===== src/verilog/udc_pkg.sv =====
/*
  udc_pkg: constants and carrier types for the usb device control and
  interrupt block. assumes a 16-bit local cpu register port.
*/
package udc_pkg;
  localparam logic [15:0] UDC_BASE       = 16'h4000;
  localparam logic [15:0] UDC_SPAN       = 16'h0030;
  localparam logic [15:0] UDC_OFS_CTRL   = 16'h4000;
  localparam logic [15:0] UDC_OFS_EN_LO  = 16'h4002;
  localparam logic [15:0] UDC_OFS_ST_LO  = 16'h4004;
  localparam logic [15:0] UDC_OFS_EN_HI  = 16'h4006;
  localparam logic [15:0] UDC_OFS_ST_HI  = 16'h4008;

  localparam int CTL_CLK_GATE  = 7;
  localparam int CTL_ZLP       = 6;
  localparam int CTL_ENUM_EN   = 5;
  localparam int CTL_EP4_STALL = 4;
  localparam int CTL_EP3_STALL = 3;
  localparam int CTL_PIN_SEL   = 2;

  localparam int ST_SUSPEND = 7;
  localparam int ST_SOF     = 6;
  localparam int ST_EP4     = 4;
  localparam int ST_EP3     = 3;
  localparam int ST_EP2     = 2;
  localparam int ST_EP1     = 1;
  localparam int ST_UPPER   = 0;
  localparam int ST_TX_AE   = 1;
  localparam int ST_RX_AF   = 0;

  localparam logic [7:0] CTRL_WMASK  = 8'hfc;
  localparam logic [7:0] LO_MASK     = 8'hde;
  localparam logic [1:0] HI_MASK     = 2'h3;
  localparam logic [7:0] CTRL_RESET  = 8'h00;
  localparam logic [7:0] EN_LO_RESET = 8'h00;
  localparam logic [7:0] ST_LO_RESET = 8'h00;
  localparam logic [1:0] EN_HI_RESET = 2'h0;
  localparam logic [1:0] ST_HI_RESET = 2'h0;

  typedef enum logic [1:0] {
    UDC_TOK_IN_EP4  = 2'h0,
    UDC_TOK_OUT_EP3 = 2'h1,
    UDC_TOK_DESC    = 2'h2,
    UDC_TOK_OTHER   = 2'h3
  } udc_tok_kind_t;

  typedef enum logic [3:0] {
    UDC_RSP_DATA  = 4'h1,
    UDC_RSP_ZLP   = 4'h2,
    UDC_RSP_NAK   = 4'h4,
    UDC_RSP_STALL = 4'h8
  } udc_rsp_code_t;

  typedef struct packed {
    logic          valid;
    udc_tok_kind_t kind;
  } udc_token_t;

  typedef struct packed {
    logic          valid;
    udc_rsp_code_t code;
    logic          discard;
  } udc_resp_t;

  typedef struct packed {
    logic suspend;
    logic sof;
    logic ep4_sent;
    logic ep3_rcvd;
    logic ep2_read;
    logic ep1_written;
    logic tx_byte_sent;
    logic rx_byte_rcvd;
  } udc_events_t;
endpackage


===== src/verilog/udc_ctrl.sv =====
/*
  udc_ctrl: control, response steering and interrupt flags of the usb
  device. assumes a protocol engine on the same clock hands over tokens
  and one-cycle event pulses, and that the clock gate cell sits outside.
*/
`timescale 1ns/1ps
// Summary of operation
// - decode 48-byte window at offset 4000h
// - control bit 7 gates the usb clock
// - bit 6 set, empty fifo: ack zlp
// - bit 6 clear, empty fifo: nak
// - bit 6 self-clears after zlp answer
// - bit 5 clear: nak descriptor reads
// - bit 4 set: stall bulk in reads
// - bit 3 set: stall and discard bulk writes
// - bit 2 routes gpio 7:4 to usb
// - enable bits let status flags interrupt
// - suspend request sets status bit 7
// - start of frame sets status bit 6
// - endpoint 4 packet sent sets bit 4
// - endpoint 3 packet sets bit 3, refuses more
// - endpoint 2 mailbox read sets bit 2
// - endpoint 1 mailbox write sets bit 1
// - flags clear on writing one only
// - status bit 0 shows any upper flag
// - upper enable bit 1 gates tx almost-empty
// - upper enable bit 0 gates rx almost-full
// - tx almost-empty when tx count equals threshold
module udc_ctrl
  import udc_pkg::*;
#(
  parameter int CNT_W = 7
) (
  input  wire logic             clock_in,
  input  wire logic             reset_in,
  input  wire logic [15:0]      cpu_addr_in,
  input  wire logic             cpu_cs_in,
  input  wire logic             cpu_wr_in,
  input  wire logic             cpu_rd_in,
  input  wire logic [15:0]      cpu_wdata_in,
  output logic      [15:0]      cpu_rdata_out,
  output logic                  cpu_hit_out,
  input  wire udc_token_t       token_in,
  input  wire logic             tx_empty_in,
  output udc_resp_t             resp_out,
  input  wire udc_events_t      events_in,
  input  wire logic [CNT_W-1:0] tx_count_in,
  input  wire logic [CNT_W-1:0] tx_thresh_in,
  input  wire logic [CNT_W-1:0] rx_count_in,
  input  wire logic [CNT_W-1:0] rx_thresh_in,
  output logic                  usb_clock_gate_out,
  output logic                  usb_pin_sel_out,
  output logic                  irq_out
);

  generate
    if (CNT_W < 1 || CNT_W > 16) begin : g_bad_cnt
      $error("udc_ctrl: CNT_W out of range");
    end
  endgenerate

  function automatic logic addr_is(input logic [15:0] a, input logic [15:0] ofs);
    addr_is = (a == ofs);
  endfunction

  logic [7:0] ctrl_q;
  logic [7:0] en_lo_q;
  logic [7:0] st_lo_q;
  logic [1:0] en_hi_q;
  logic [1:0] st_hi_q;
  logic       in_window;
  logic       wr_stb;
  logic       rd_stb;
  logic       usb_live;
  logic       zlp_sent;
  logic [7:0] lo_set;
  logic [1:0] hi_set;
  logic [7:0] lo_clr;
  logic [1:0] hi_clr;
  logic [7:0] lo_view;
  udc_resp_t  resp_d;
  udc_resp_t  resp_q;
  logic [15:0] rdata_d;
  logic [15:0] rdata_q;

  // only the low byte of the window is populated
  assign in_window = (cpu_addr_in >= UDC_BASE) && (cpu_addr_in < UDC_BASE + UDC_SPAN);
  assign wr_stb    = cpu_cs_in && cpu_wr_in && in_window;
  assign rd_stb    = cpu_cs_in && cpu_rd_in && in_window;
  assign cpu_hit_out = cpu_cs_in && in_window;

  // events are ignored while the usb clock is gated, since the engine is stopped
  assign usb_live = ctrl_q[CTL_CLK_GATE];
  assign usb_clock_gate_out = ctrl_q[CTL_CLK_GATE];
  assign usb_pin_sel_out    = ctrl_q[CTL_PIN_SEL];

  // token answer, stall ahead of all other outcomes
  always_comb begin
    resp_d         = '0;
    resp_d.code    = UDC_RSP_NAK;
    resp_d.valid   = token_in.valid && usb_live;
    case (token_in.kind)
      UDC_TOK_IN_EP4: begin
        if (ctrl_q[CTL_EP4_STALL]) begin
          resp_d.code = UDC_RSP_STALL;
        end else if (!tx_empty_in) begin
          resp_d.code = UDC_RSP_DATA;
        end else if (ctrl_q[CTL_ZLP]) begin
          resp_d.code = UDC_RSP_ZLP;
        end else begin
          resp_d.code = UDC_RSP_NAK;
        end
      end
      UDC_TOK_OUT_EP3: begin
        if (ctrl_q[CTL_EP3_STALL]) begin
          resp_d.code    = UDC_RSP_STALL;
          resp_d.discard = 1'b1;
        end else if (st_lo_q[ST_EP3]) begin
          resp_d.code    = UDC_RSP_NAK;
          resp_d.discard = 1'b1;
        end else begin
          resp_d.code = UDC_RSP_DATA;
        end
      end
      UDC_TOK_DESC: begin
        if (ctrl_q[CTL_ENUM_EN]) begin
          resp_d.code = UDC_RSP_DATA;
        end else begin
          resp_d.code = UDC_RSP_NAK;
        end
      end
      UDC_TOK_OTHER: begin
        resp_d.code = UDC_RSP_DATA;
      end
      default: begin
        resp_d.code = UDC_RSP_NAK;
      end
    endcase
  end

  assign zlp_sent = resp_d.valid && (resp_d.code == UDC_RSP_ZLP);

  always_ff @(posedge clock_in or posedge reset_in) begin
    if (reset_in) begin
      resp_q <= '0;
    end else begin
      resp_q <= resp_d;
    end
  end
  assign resp_out = resp_q;

  // control register; a software write in the same cycle beats the self-clear
  always_ff @(posedge clock_in or posedge reset_in) begin
    if (reset_in) begin
      ctrl_q <= CTRL_RESET;
    end else if (wr_stb && addr_is(cpu_addr_in, UDC_OFS_CTRL)) begin
      ctrl_q <= cpu_wdata_in[7:0] & CTRL_WMASK;
    end else if (zlp_sent) begin
      ctrl_q[CTL_ZLP] <= 1'b0;
    end
  end

  always_ff @(posedge clock_in or posedge reset_in) begin
    if (reset_in) begin
      en_lo_q <= EN_LO_RESET;
      en_hi_q <= EN_HI_RESET;
    end else if (wr_stb) begin
      if (addr_is(cpu_addr_in, UDC_OFS_EN_LO)) begin
        en_lo_q <= cpu_wdata_in[7:0] & LO_MASK;
      end
      if (addr_is(cpu_addr_in, UDC_OFS_EN_HI)) begin
        en_hi_q <= cpu_wdata_in[1:0] & HI_MASK;
      end
    end
  end

  // event sources, qualified by the running usb clock
  always_comb begin
    lo_set              = 8'h00;
    lo_set[ST_SUSPEND]  = events_in.suspend && usb_live;
    lo_set[ST_SOF]      = events_in.sof && usb_live;
    lo_set[ST_EP4]      = events_in.ep4_sent && usb_live;
    lo_set[ST_EP3]      = events_in.ep3_rcvd && usb_live;
    lo_set[ST_EP2]      = events_in.ep2_read && usb_live;
    lo_set[ST_EP1]      = events_in.ep1_written && usb_live;
    hi_set              = 2'h0;
    hi_set[ST_TX_AE]    = events_in.tx_byte_sent && usb_live
                          && (tx_count_in == tx_thresh_in);
    hi_set[ST_RX_AF]    = events_in.rx_byte_rcvd && usb_live
                          && (rx_count_in == rx_thresh_in);
  end

  assign lo_clr = (wr_stb && addr_is(cpu_addr_in, UDC_OFS_ST_LO)) ?
                  (cpu_wdata_in[7:0] & LO_MASK) : 8'h00;
  assign hi_clr = (wr_stb && addr_is(cpu_addr_in, UDC_OFS_ST_HI)) ?
                  (cpu_wdata_in[1:0] & HI_MASK) : 2'h0;

  // set wins over a simultaneous clear so no event is lost
  always_ff @(posedge clock_in or posedge reset_in) begin
    if (reset_in) begin
      st_lo_q <= ST_LO_RESET;
    end else begin
      st_lo_q <= ((st_lo_q & ~lo_clr) | lo_set) & LO_MASK;
    end
  end

  always_ff @(posedge clock_in or posedge reset_in) begin
    if (reset_in) begin
      st_hi_q <= ST_HI_RESET;
    end else begin
      st_hi_q <= (st_hi_q & ~hi_clr) | hi_set;
    end
  end

  always_comb begin
    lo_view           = st_lo_q;
    lo_view[ST_UPPER] = |st_hi_q;
  end

  // read data latched on the read strobe, unpopulated offsets read zero
  always_comb begin
    rdata_d = 16'h0000;
    if (addr_is(cpu_addr_in, UDC_OFS_CTRL)) begin
      rdata_d[7:0] = ctrl_q;
    end else if (addr_is(cpu_addr_in, UDC_OFS_EN_LO)) begin
      rdata_d[7:0] = en_lo_q;
    end else if (addr_is(cpu_addr_in, UDC_OFS_ST_LO)) begin
      rdata_d[7:0] = lo_view;
    end else if (addr_is(cpu_addr_in, UDC_OFS_EN_HI)) begin
      rdata_d[1:0] = en_hi_q;
    end else if (addr_is(cpu_addr_in, UDC_OFS_ST_HI)) begin
      rdata_d[1:0] = st_hi_q;
    end
  end

  always_ff @(posedge clock_in or posedge reset_in) begin
    if (reset_in) begin
      rdata_q <= 16'h0000;
    end else if (rd_stb) begin
      rdata_q <= rdata_d;
    end
  end
  assign cpu_rdata_out = rdata_q;

  // level interrupt; the upper summary bit is not itself an interrupt source
  always_ff @(posedge clock_in or posedge reset_in) begin
    if (reset_in) begin
      irq_out <= 1'b0;
    end else begin
      irq_out <= |(st_lo_q & en_lo_q & LO_MASK)
                 | (st_hi_q[ST_TX_AE] & en_hi_q[ST_TX_AE])
                 | (st_hi_q[ST_RX_AF] & en_hi_q[ST_RX_AF]);
    end
  end

endmodule


===== config.mk =====
export PLATFORM = sky130hd
export DESIGN_NAME = udc_ctrl
export DESIGN_NICKNAME = d
export VERILOG_FILES = /design/src/verilog/udc_pkg.sv /design/src/verilog/udc_ctrl.sv
export SDC_FILE = /design/constraint.sdc
export NUM_CORES = 1
export LEC_CHECK = 0
export ABC_AREA = 1
export BUFFER_PORTS_ARGS = -buffer_cell sky130_fd_sc_hd__clkbuf_2
export CAP_MARGIN = 25
export CORE_ASPECT_RATIO = 2
export CORE_MARGIN = 2
export CORE_UTILIZATION = 30
export DETAILED_ROUTE_END_ITERATION = 16
export PLACE_DENSITY_LB_ADDON = 0.05
export SYNTH_ARGS = -nofsm -noshare
export SYNTH_HDL_FRONTEND = slang
export SYNTH_SLANG_ARGS = --single-unit

===== constraint.sdc =====
create_clock -name clock_in -period 1 [get_ports clock_in]
set_input_delay 0.1 -clock clock_in [delete_from_list [all_inputs] [get_ports clock_in]]
set_output_delay 0.1 -clock clock_in [all_outputs]
set_load 0.03 [all_outputs]

# Word level (Yosys, flattened, before mapping)
# Cells that the tools add are included.
dict set report classes {
  order_cmp 2
  n_mux 19
  n_eq_ne 11
  reduce_logical 27
  n_bitwise 11
}
# operator n
set op_table {}
lappend op_table {{== test 16 x 15 -> 1 bit, second input constant} 5}
lappend op_table {{two-way mux 8 bit} 3}
lappend op_table {{logical AND 1 bit} 21}
lappend op_table {{bitwise AND 8 bit} 2}
lappend op_table {{greater-or-equal comparator 16 x 15 -> 1 bit, second input constant} 1}
lappend op_table {{less-than comparator 16 x 15 -> 1 bit, second input constant} 1}
lappend op_table {{one-hot mux 4 bit (4 select lines)} 1}
lappend op_table {{== test 7 bit} 2}
lappend op_table {{two-way mux 3 bit} 4}
lappend op_table {{two-way mux 2 bit} 4}
lappend op_table {{NOT 8 bit} 1}
lappend op_table {{OR 8 bit} 1}
lappend op_table {{two-way mux 6 bit} 1}
lappend op_table {{OR reduction 6 bit} 1}
lappend op_table {{two-way mux 5 bit} 1}
lappend op_table {{== test 2 bit, second input constant} 2}
lappend op_table {{== test 4 x 2 -> 1 bit, second input constant} 1}
lappend op_table {{two-way mux 1 bit} 4}
lappend op_table {{two-way mux 4 bit} 1}
lappend op_table {{AND reduction 2 bit} 2}
lappend op_table {{bitwise AND 1 bit} 2}
lappend op_table {{bitwise AND 2 bit} 1}
lappend op_table {{== test 2 x 1 -> 1 bit, second input constant} 1}
lappend op_table {{zero test 2 bit} 1}
lappend op_table {{5 further kinds} 6}
dict set report totals {
  output_inout_bits 26
  elab_cells 81
  register_bits 37
  in_bits 77
}

# Longest topological paths before layout
dict set report depth {
  ltp_word 8
  mapped_depth 11
  depth_no_buf 10
}

# Worst setup path after synthesis
# OpenSTA, ideal clock, no wires.
dict set report synth_path {
  kind {register to register}
  startpoint {register ctrl_q[7]}
  endpoint {register ctrl_q[6]}
  arrival_time_ns 1.115
  slack_ns -0.234
  stages_incl_launch_ff 7
  period_less_slack_ns 1.234
  n_path_buf 1
  path_cell_list {dfrtp_1 > clkbuf_1 > nand2_1 > inv_1 > nand2_1 > nand3_1 > o21ai_2}
}
# element line
set synth_lines {}
lappend synth_lines {{start: declaration} udc_ctrl.sv:66} ;# logic [7:0] ctrl_q;
lappend synth_lines {{start signal: assignment} udc_ctrl.sv:157} ;# ctrl_q <= cpu_wdata_in[7:0] & CTRL_WMASK;

# Worst setup path after layout
dict set report layout_path {
  startpoint {register ctrl_q[7]}
  endpoint {output usb_clock_gate_out}
}
# element line
set layout_lines {}
lappend layout_lines {{end: declaration} udc_ctrl.sv:51} ;# output logic usb_clock_gate_out,
# No word-level cell between the ends.

==> flow_metrics.py <==
metrics = {
    "run_status": {
        "outcome": "finished with violations",
        "failed_checks": "setup timing",
    },
    "clock_tree": {
        "cts_root_buf": "sky130_fd_sc_hd__clkbuf_16",
        "clk_transition_reported_paths_ps": 60,
        "ctsLongestPathBuffers": 2,
        "clkSinkCount": 37,
        "clk-insertion-delay-late_ps": 280,
        "tritoncts": "built",
        "cts-htree-levels": 2,
        "cts_inserted_buffers": 5,
    },
    "hold_path": {
        "hold_path_class": "primary input to flop",
    },
    "sta": {
        "final_hold_viol_count": 0,
        "final.min_clock_period_ps": 1086,
        "layout_skew_ps": 5.867,
        "final_min_period_over_clock_period_pct": 108.6,
        "fin_tns_setup_ps": -463.2,
        "grt_setup_unrepaired": "true",
        "timing.final.max_slew_violations": 0,
        "maxClockFrequency_mhz": 920.7,
        "finalWorstSetupSlack_ps": -86.16,
        "timing.final.setup_violations": 12,
    },
    "floorplanning": {
        "die_w_um": 65.20,
        "rows": 44,
        "die-area_um2": 8241,
        "design.core.area_um2": 7267,
        "die-height_um": 126.4,
        "io-pin-count": 103,
        "initial_util_pct": 30.92,
    },
    "detailed_routing": {
        "routed_wire_length_per_instance_um": 11.99,
        "detailroute.via_count": 2375,
        "drtAntennaViolNets": 0,
        "drt_drc_violations_left": 0,
        "number_of_drc_markers_after_the_initial_detailed_route_iteration": 68,
        "totalWireLength_um": 6441,
        "detail_route.first_pass.iterations": 4,
        "avgViaCountPerCell": 4.423,
    },
    "power": {
        "power.switching_uw": 835.9,
        "power_internal_uw": 2940,
        "seqPwrFrac_pct": 39.9,
        "power_per_cell_area_nw_per_um2": 1033,
        "power.combinational.fraction_pct": 11.6,
        "peakVddDrop_v": 0.0005725,
        "design_power_total_uw": 3776,
        "switching_share_pct": 22.14,
        "pwr-share-clk_pct": 48.6,
        "leakage_uw": 0.001997,
    },
    "setup_path": {
        "worst_path_max_fanout": 6,
        "critPathLaunch": "ctrl_q[7]$_DFFE_PP0P_",
        "timing.reg2reg.setup_slack_ps": -50,
        "critical_path.startpoint_type": "flop",
        "worstSetupEndpointType": "output port",
        "worstSetupEndpoint": "usb_clock_gate_out",
        "worst_ep_arrival_time_ps": 990,
        "worst-r2r-cell-count": 6,
        "crit-reg2reg-capture": "st_hi_q[0]$_DFF_PP0_",
        "required_ps": 900,
        "critical_path_class": "flop to output port",
        "r2r-start": "ctrl_q[7]$_DFFE_PP0P_",
    },
    "placement": {
        "hpwl_after_dpl_um": 5053,
        "post-place-ws_ps": -423.4,
        "number_of_buffer_cells_added_on_primary_ports": 86,
        "gp_routability_congestion": 0.8140,
        "placed_area_um2": 3077,
    },
    "global_routing": {
        "gr-usage-all-layers_pct": 16.94,
        "wire_length_of_the_first_global_routing_pass_um": 10750,
        "antenna_found_initial": 0,
        "grt_start_max_net_pins": 22,
        "number_of_global_route_vias_before_repair": 2454,
        "grt.overflow.total": 0,
    },
    "cells_and_area": {
        "layout_common_cells": "sky130_fd_sc_hd__nand2_1 (80), sky130_fd_sc_hd__clkbuf_2 (79), sky130_fd_sc_hd__dfrtp_1 (36), sky130_fd_sc_hd__buf_4 (36), sky130_fd_sc_hd__inv_1 (31)",
        "design.final.nets": 521,
        "multiInputGateArea_um2": 1343,
        "fillers": 776,
        "finalInstanceArea_um2": 3656,
        "antenna_cells_inserted": 0,
        "layout-area-overhead-vs-synth_pct": 62.70,
        "area.sequential_um2": 927.1,
        "drive_gt1_share_pct": 49.44,
        "mostFrequentLayoutCell": "sky130_fd_sc_hd__nand2_1",
        "layout.core_utilization_pct": 50.31,
    },
    "logic_synthesis": {
        "synth.ff_latch_count": 37,
        "synth_cell_type_count": 29,
        "synth_area_um2": 2247,
        "post_synth_inst_count": 307,
        "synth_warnings": 0,
        "syn-mean-instance-area_um2": 7.320,
        "sequential_to_total_area_share_from_yosys_stat_pct": 41.20,
    },
    "run": {
        "cap_viol_max_count": 0,
    },
}
==> cell type report <==
type	instances	area share [%]
Multi-Input combinational cell	229	36.72
Timing Repair Buffer	136	26.18
Sequential cell	37	25.36
Clock buffer	7	3.901
Inverter	35	3.867
Tap cell	92	3.149
Clock inverter	1	0.8214
==> flip-flops by register name, summed over array words and instances (netlist names) <==
signal / cells
cpu_rdata_out: 8
ctrl_q: 6
en_hi_q: 2
en_lo_q: 6
irq_out: 1
resp_out: 6
st_hi_q: 2
st_lo_q: 6
==> worst min-delay path by stage <==
stage / start / endpoint / slack (ps) / cells past startpoint
6_report: events_in[4] / st_lo_q[3]$_DFF_PP0_ / 20 / 3
5_1_grt: events_in[6] / st_lo_q[6]$_DFF_PP0_ / 20 / 3
4_1_cts: tx_empty_in / resp_out[1]$_DFF_PP0_ / 10 / 2
2_1_floorplan: tx_empty_in / resp_out[1]$_DFF_PP0_ / 200 / 1
3_5_place_dp: reset_in / resp_out[5]$_DFF_PP0_ / 120 / 3
3_3_place_gp: reset_in / resp_out[5]$_DFF_PP0_ / 130 / 3
==> power groups by stage <==
| stage | sequential [uW] | clock [uW] | combinational [uW] |
|---|---|---|---|
| 2_1_floorplan | 1550 | 0 | 201 |
| 6_report | 1510 | 1830 | 436 |
| 5_1_grt | 1510 | 1950 | 488 |
| 4_1_cts | 1510 | 1890 | 413 |
| 3_5_place_dp | 1530 | 0 | 395 |
| 3_3_place_gp | 1530 | 0 | 391 |
==> per-stage QoR <==
stage	cells	hold WS (ps)
floorplan	314	196.0
global placement	515	125.6
detailed placement	515	122.3
CTS	531	11.10
global route	537	17.60
finish	537	16.21
==> cell families (layout without fill, tap and decap cells) <==
| kind of cell | after synthesis | count (layout) | synth area share (%) |
|---|---|---|---|
| other | 1 | 8 | 0.1669 |
| buffers and inverters | 49 | 179 | 11.02 |
| DFF | 37 | 37 | 41.20 |
| and+or+nand+nor | 194 | 195 | 38.36 |
| AOI/OAI and AO/OA | 21 | 21 | 7.293 |
| xor gates and xnor gates | 5 | 5 | 1.949 |
==> synthesized netlist by cell type <==
library cell | number | area share, %
sky130_fd_sc_hd__a21oi_1 | 1 | 0.22
sky130_fd_sc_hd__a221oi_1 | 1 | 0.39
sky130_fd_sc_hd__and2_1 | 1 | 0.28
sky130_fd_sc_hd__buf_4 | 9 | 3.0
sky130_fd_sc_hd__buf_6 | 4 | 2.0
sky130_fd_sc_hd__clkbuf_1 | 1 | 0.17
sky130_fd_sc_hd__conb_1 | 1 | 0.17
sky130_fd_sc_hd__dfrtp_1 | 37 | 41
sky130_fd_sc_hd__inv_1 | 33 | 5.5
sky130_fd_sc_hd__inv_2 | 2 | 0.33
sky130_fd_sc_hd__nand2_1 | 99 | 17
sky130_fd_sc_hd__nand2_2 | 5 | 1.4
sky130_fd_sc_hd__nand2_4 | 1 | 0.50
sky130_fd_sc_hd__nand3_1 | 33 | 7.3
sky130_fd_sc_hd__nand4_1 | 6 | 1.7
sky130_fd_sc_hd__nor2_1 | 34 | 5.7
sky130_fd_sc_hd__nor2_2 | 3 | 0.84
sky130_fd_sc_hd__nor2_4 | 4 | 2.0
sky130_fd_sc_hd__nor3_1 | 2 | 0.45
sky130_fd_sc_hd__o211ai_1 | 2 | 0.67
sky130_fd_sc_hd__o21ai_0 | 1 | 0.22
sky130_fd_sc_hd__o21ai_1 | 1 | 0.22
sky130_fd_sc_hd__o21ai_2 | 11 | 4.3
sky130_fd_sc_hd__o221ai_1 | 1 | 0.39
sky130_fd_sc_hd__o22ai_1 | 2 | 0.56
sky130_fd_sc_hd__o31ai_1 | 1 | 0.33
sky130_fd_sc_hd__or2_2 | 6 | 1.7
sky130_fd_sc_hd__xnor2_1 | 2 | 0.78
sky130_fd_sc_hd__xor2_1 | 3 | 1.2
==> worst max-delay path: stages (launching register included) <==
cell and delay (ps):
sky130_fd_sc_hd__dfrtp_2 420, sky130_fd_sc_hd__buf_6 150, sky130_fd_sc_hd__buf_8 130
==> per-layer routing <==
metal | part of all wire, % | routed length, um | global-route usage [%]
met5 | 0 | 0 | 0
met4 | 3.2 | 208 | 7.353
met3 | 4.3 | 277 | 3.014
met2 | 59 | 3783 | 33.07
met1 | 34 | 2172 | 16.51
==> timing repair <==
item,CTS,global route
setup buffers,7,7
gates resized for setup,35,39
pin swaps,19,23
endpoints found under the setup margin,35,35
hold buffers,1,0
hold endpoints to repair,37,0
cloned,2,0
Power figures use the tool's default switching activity.
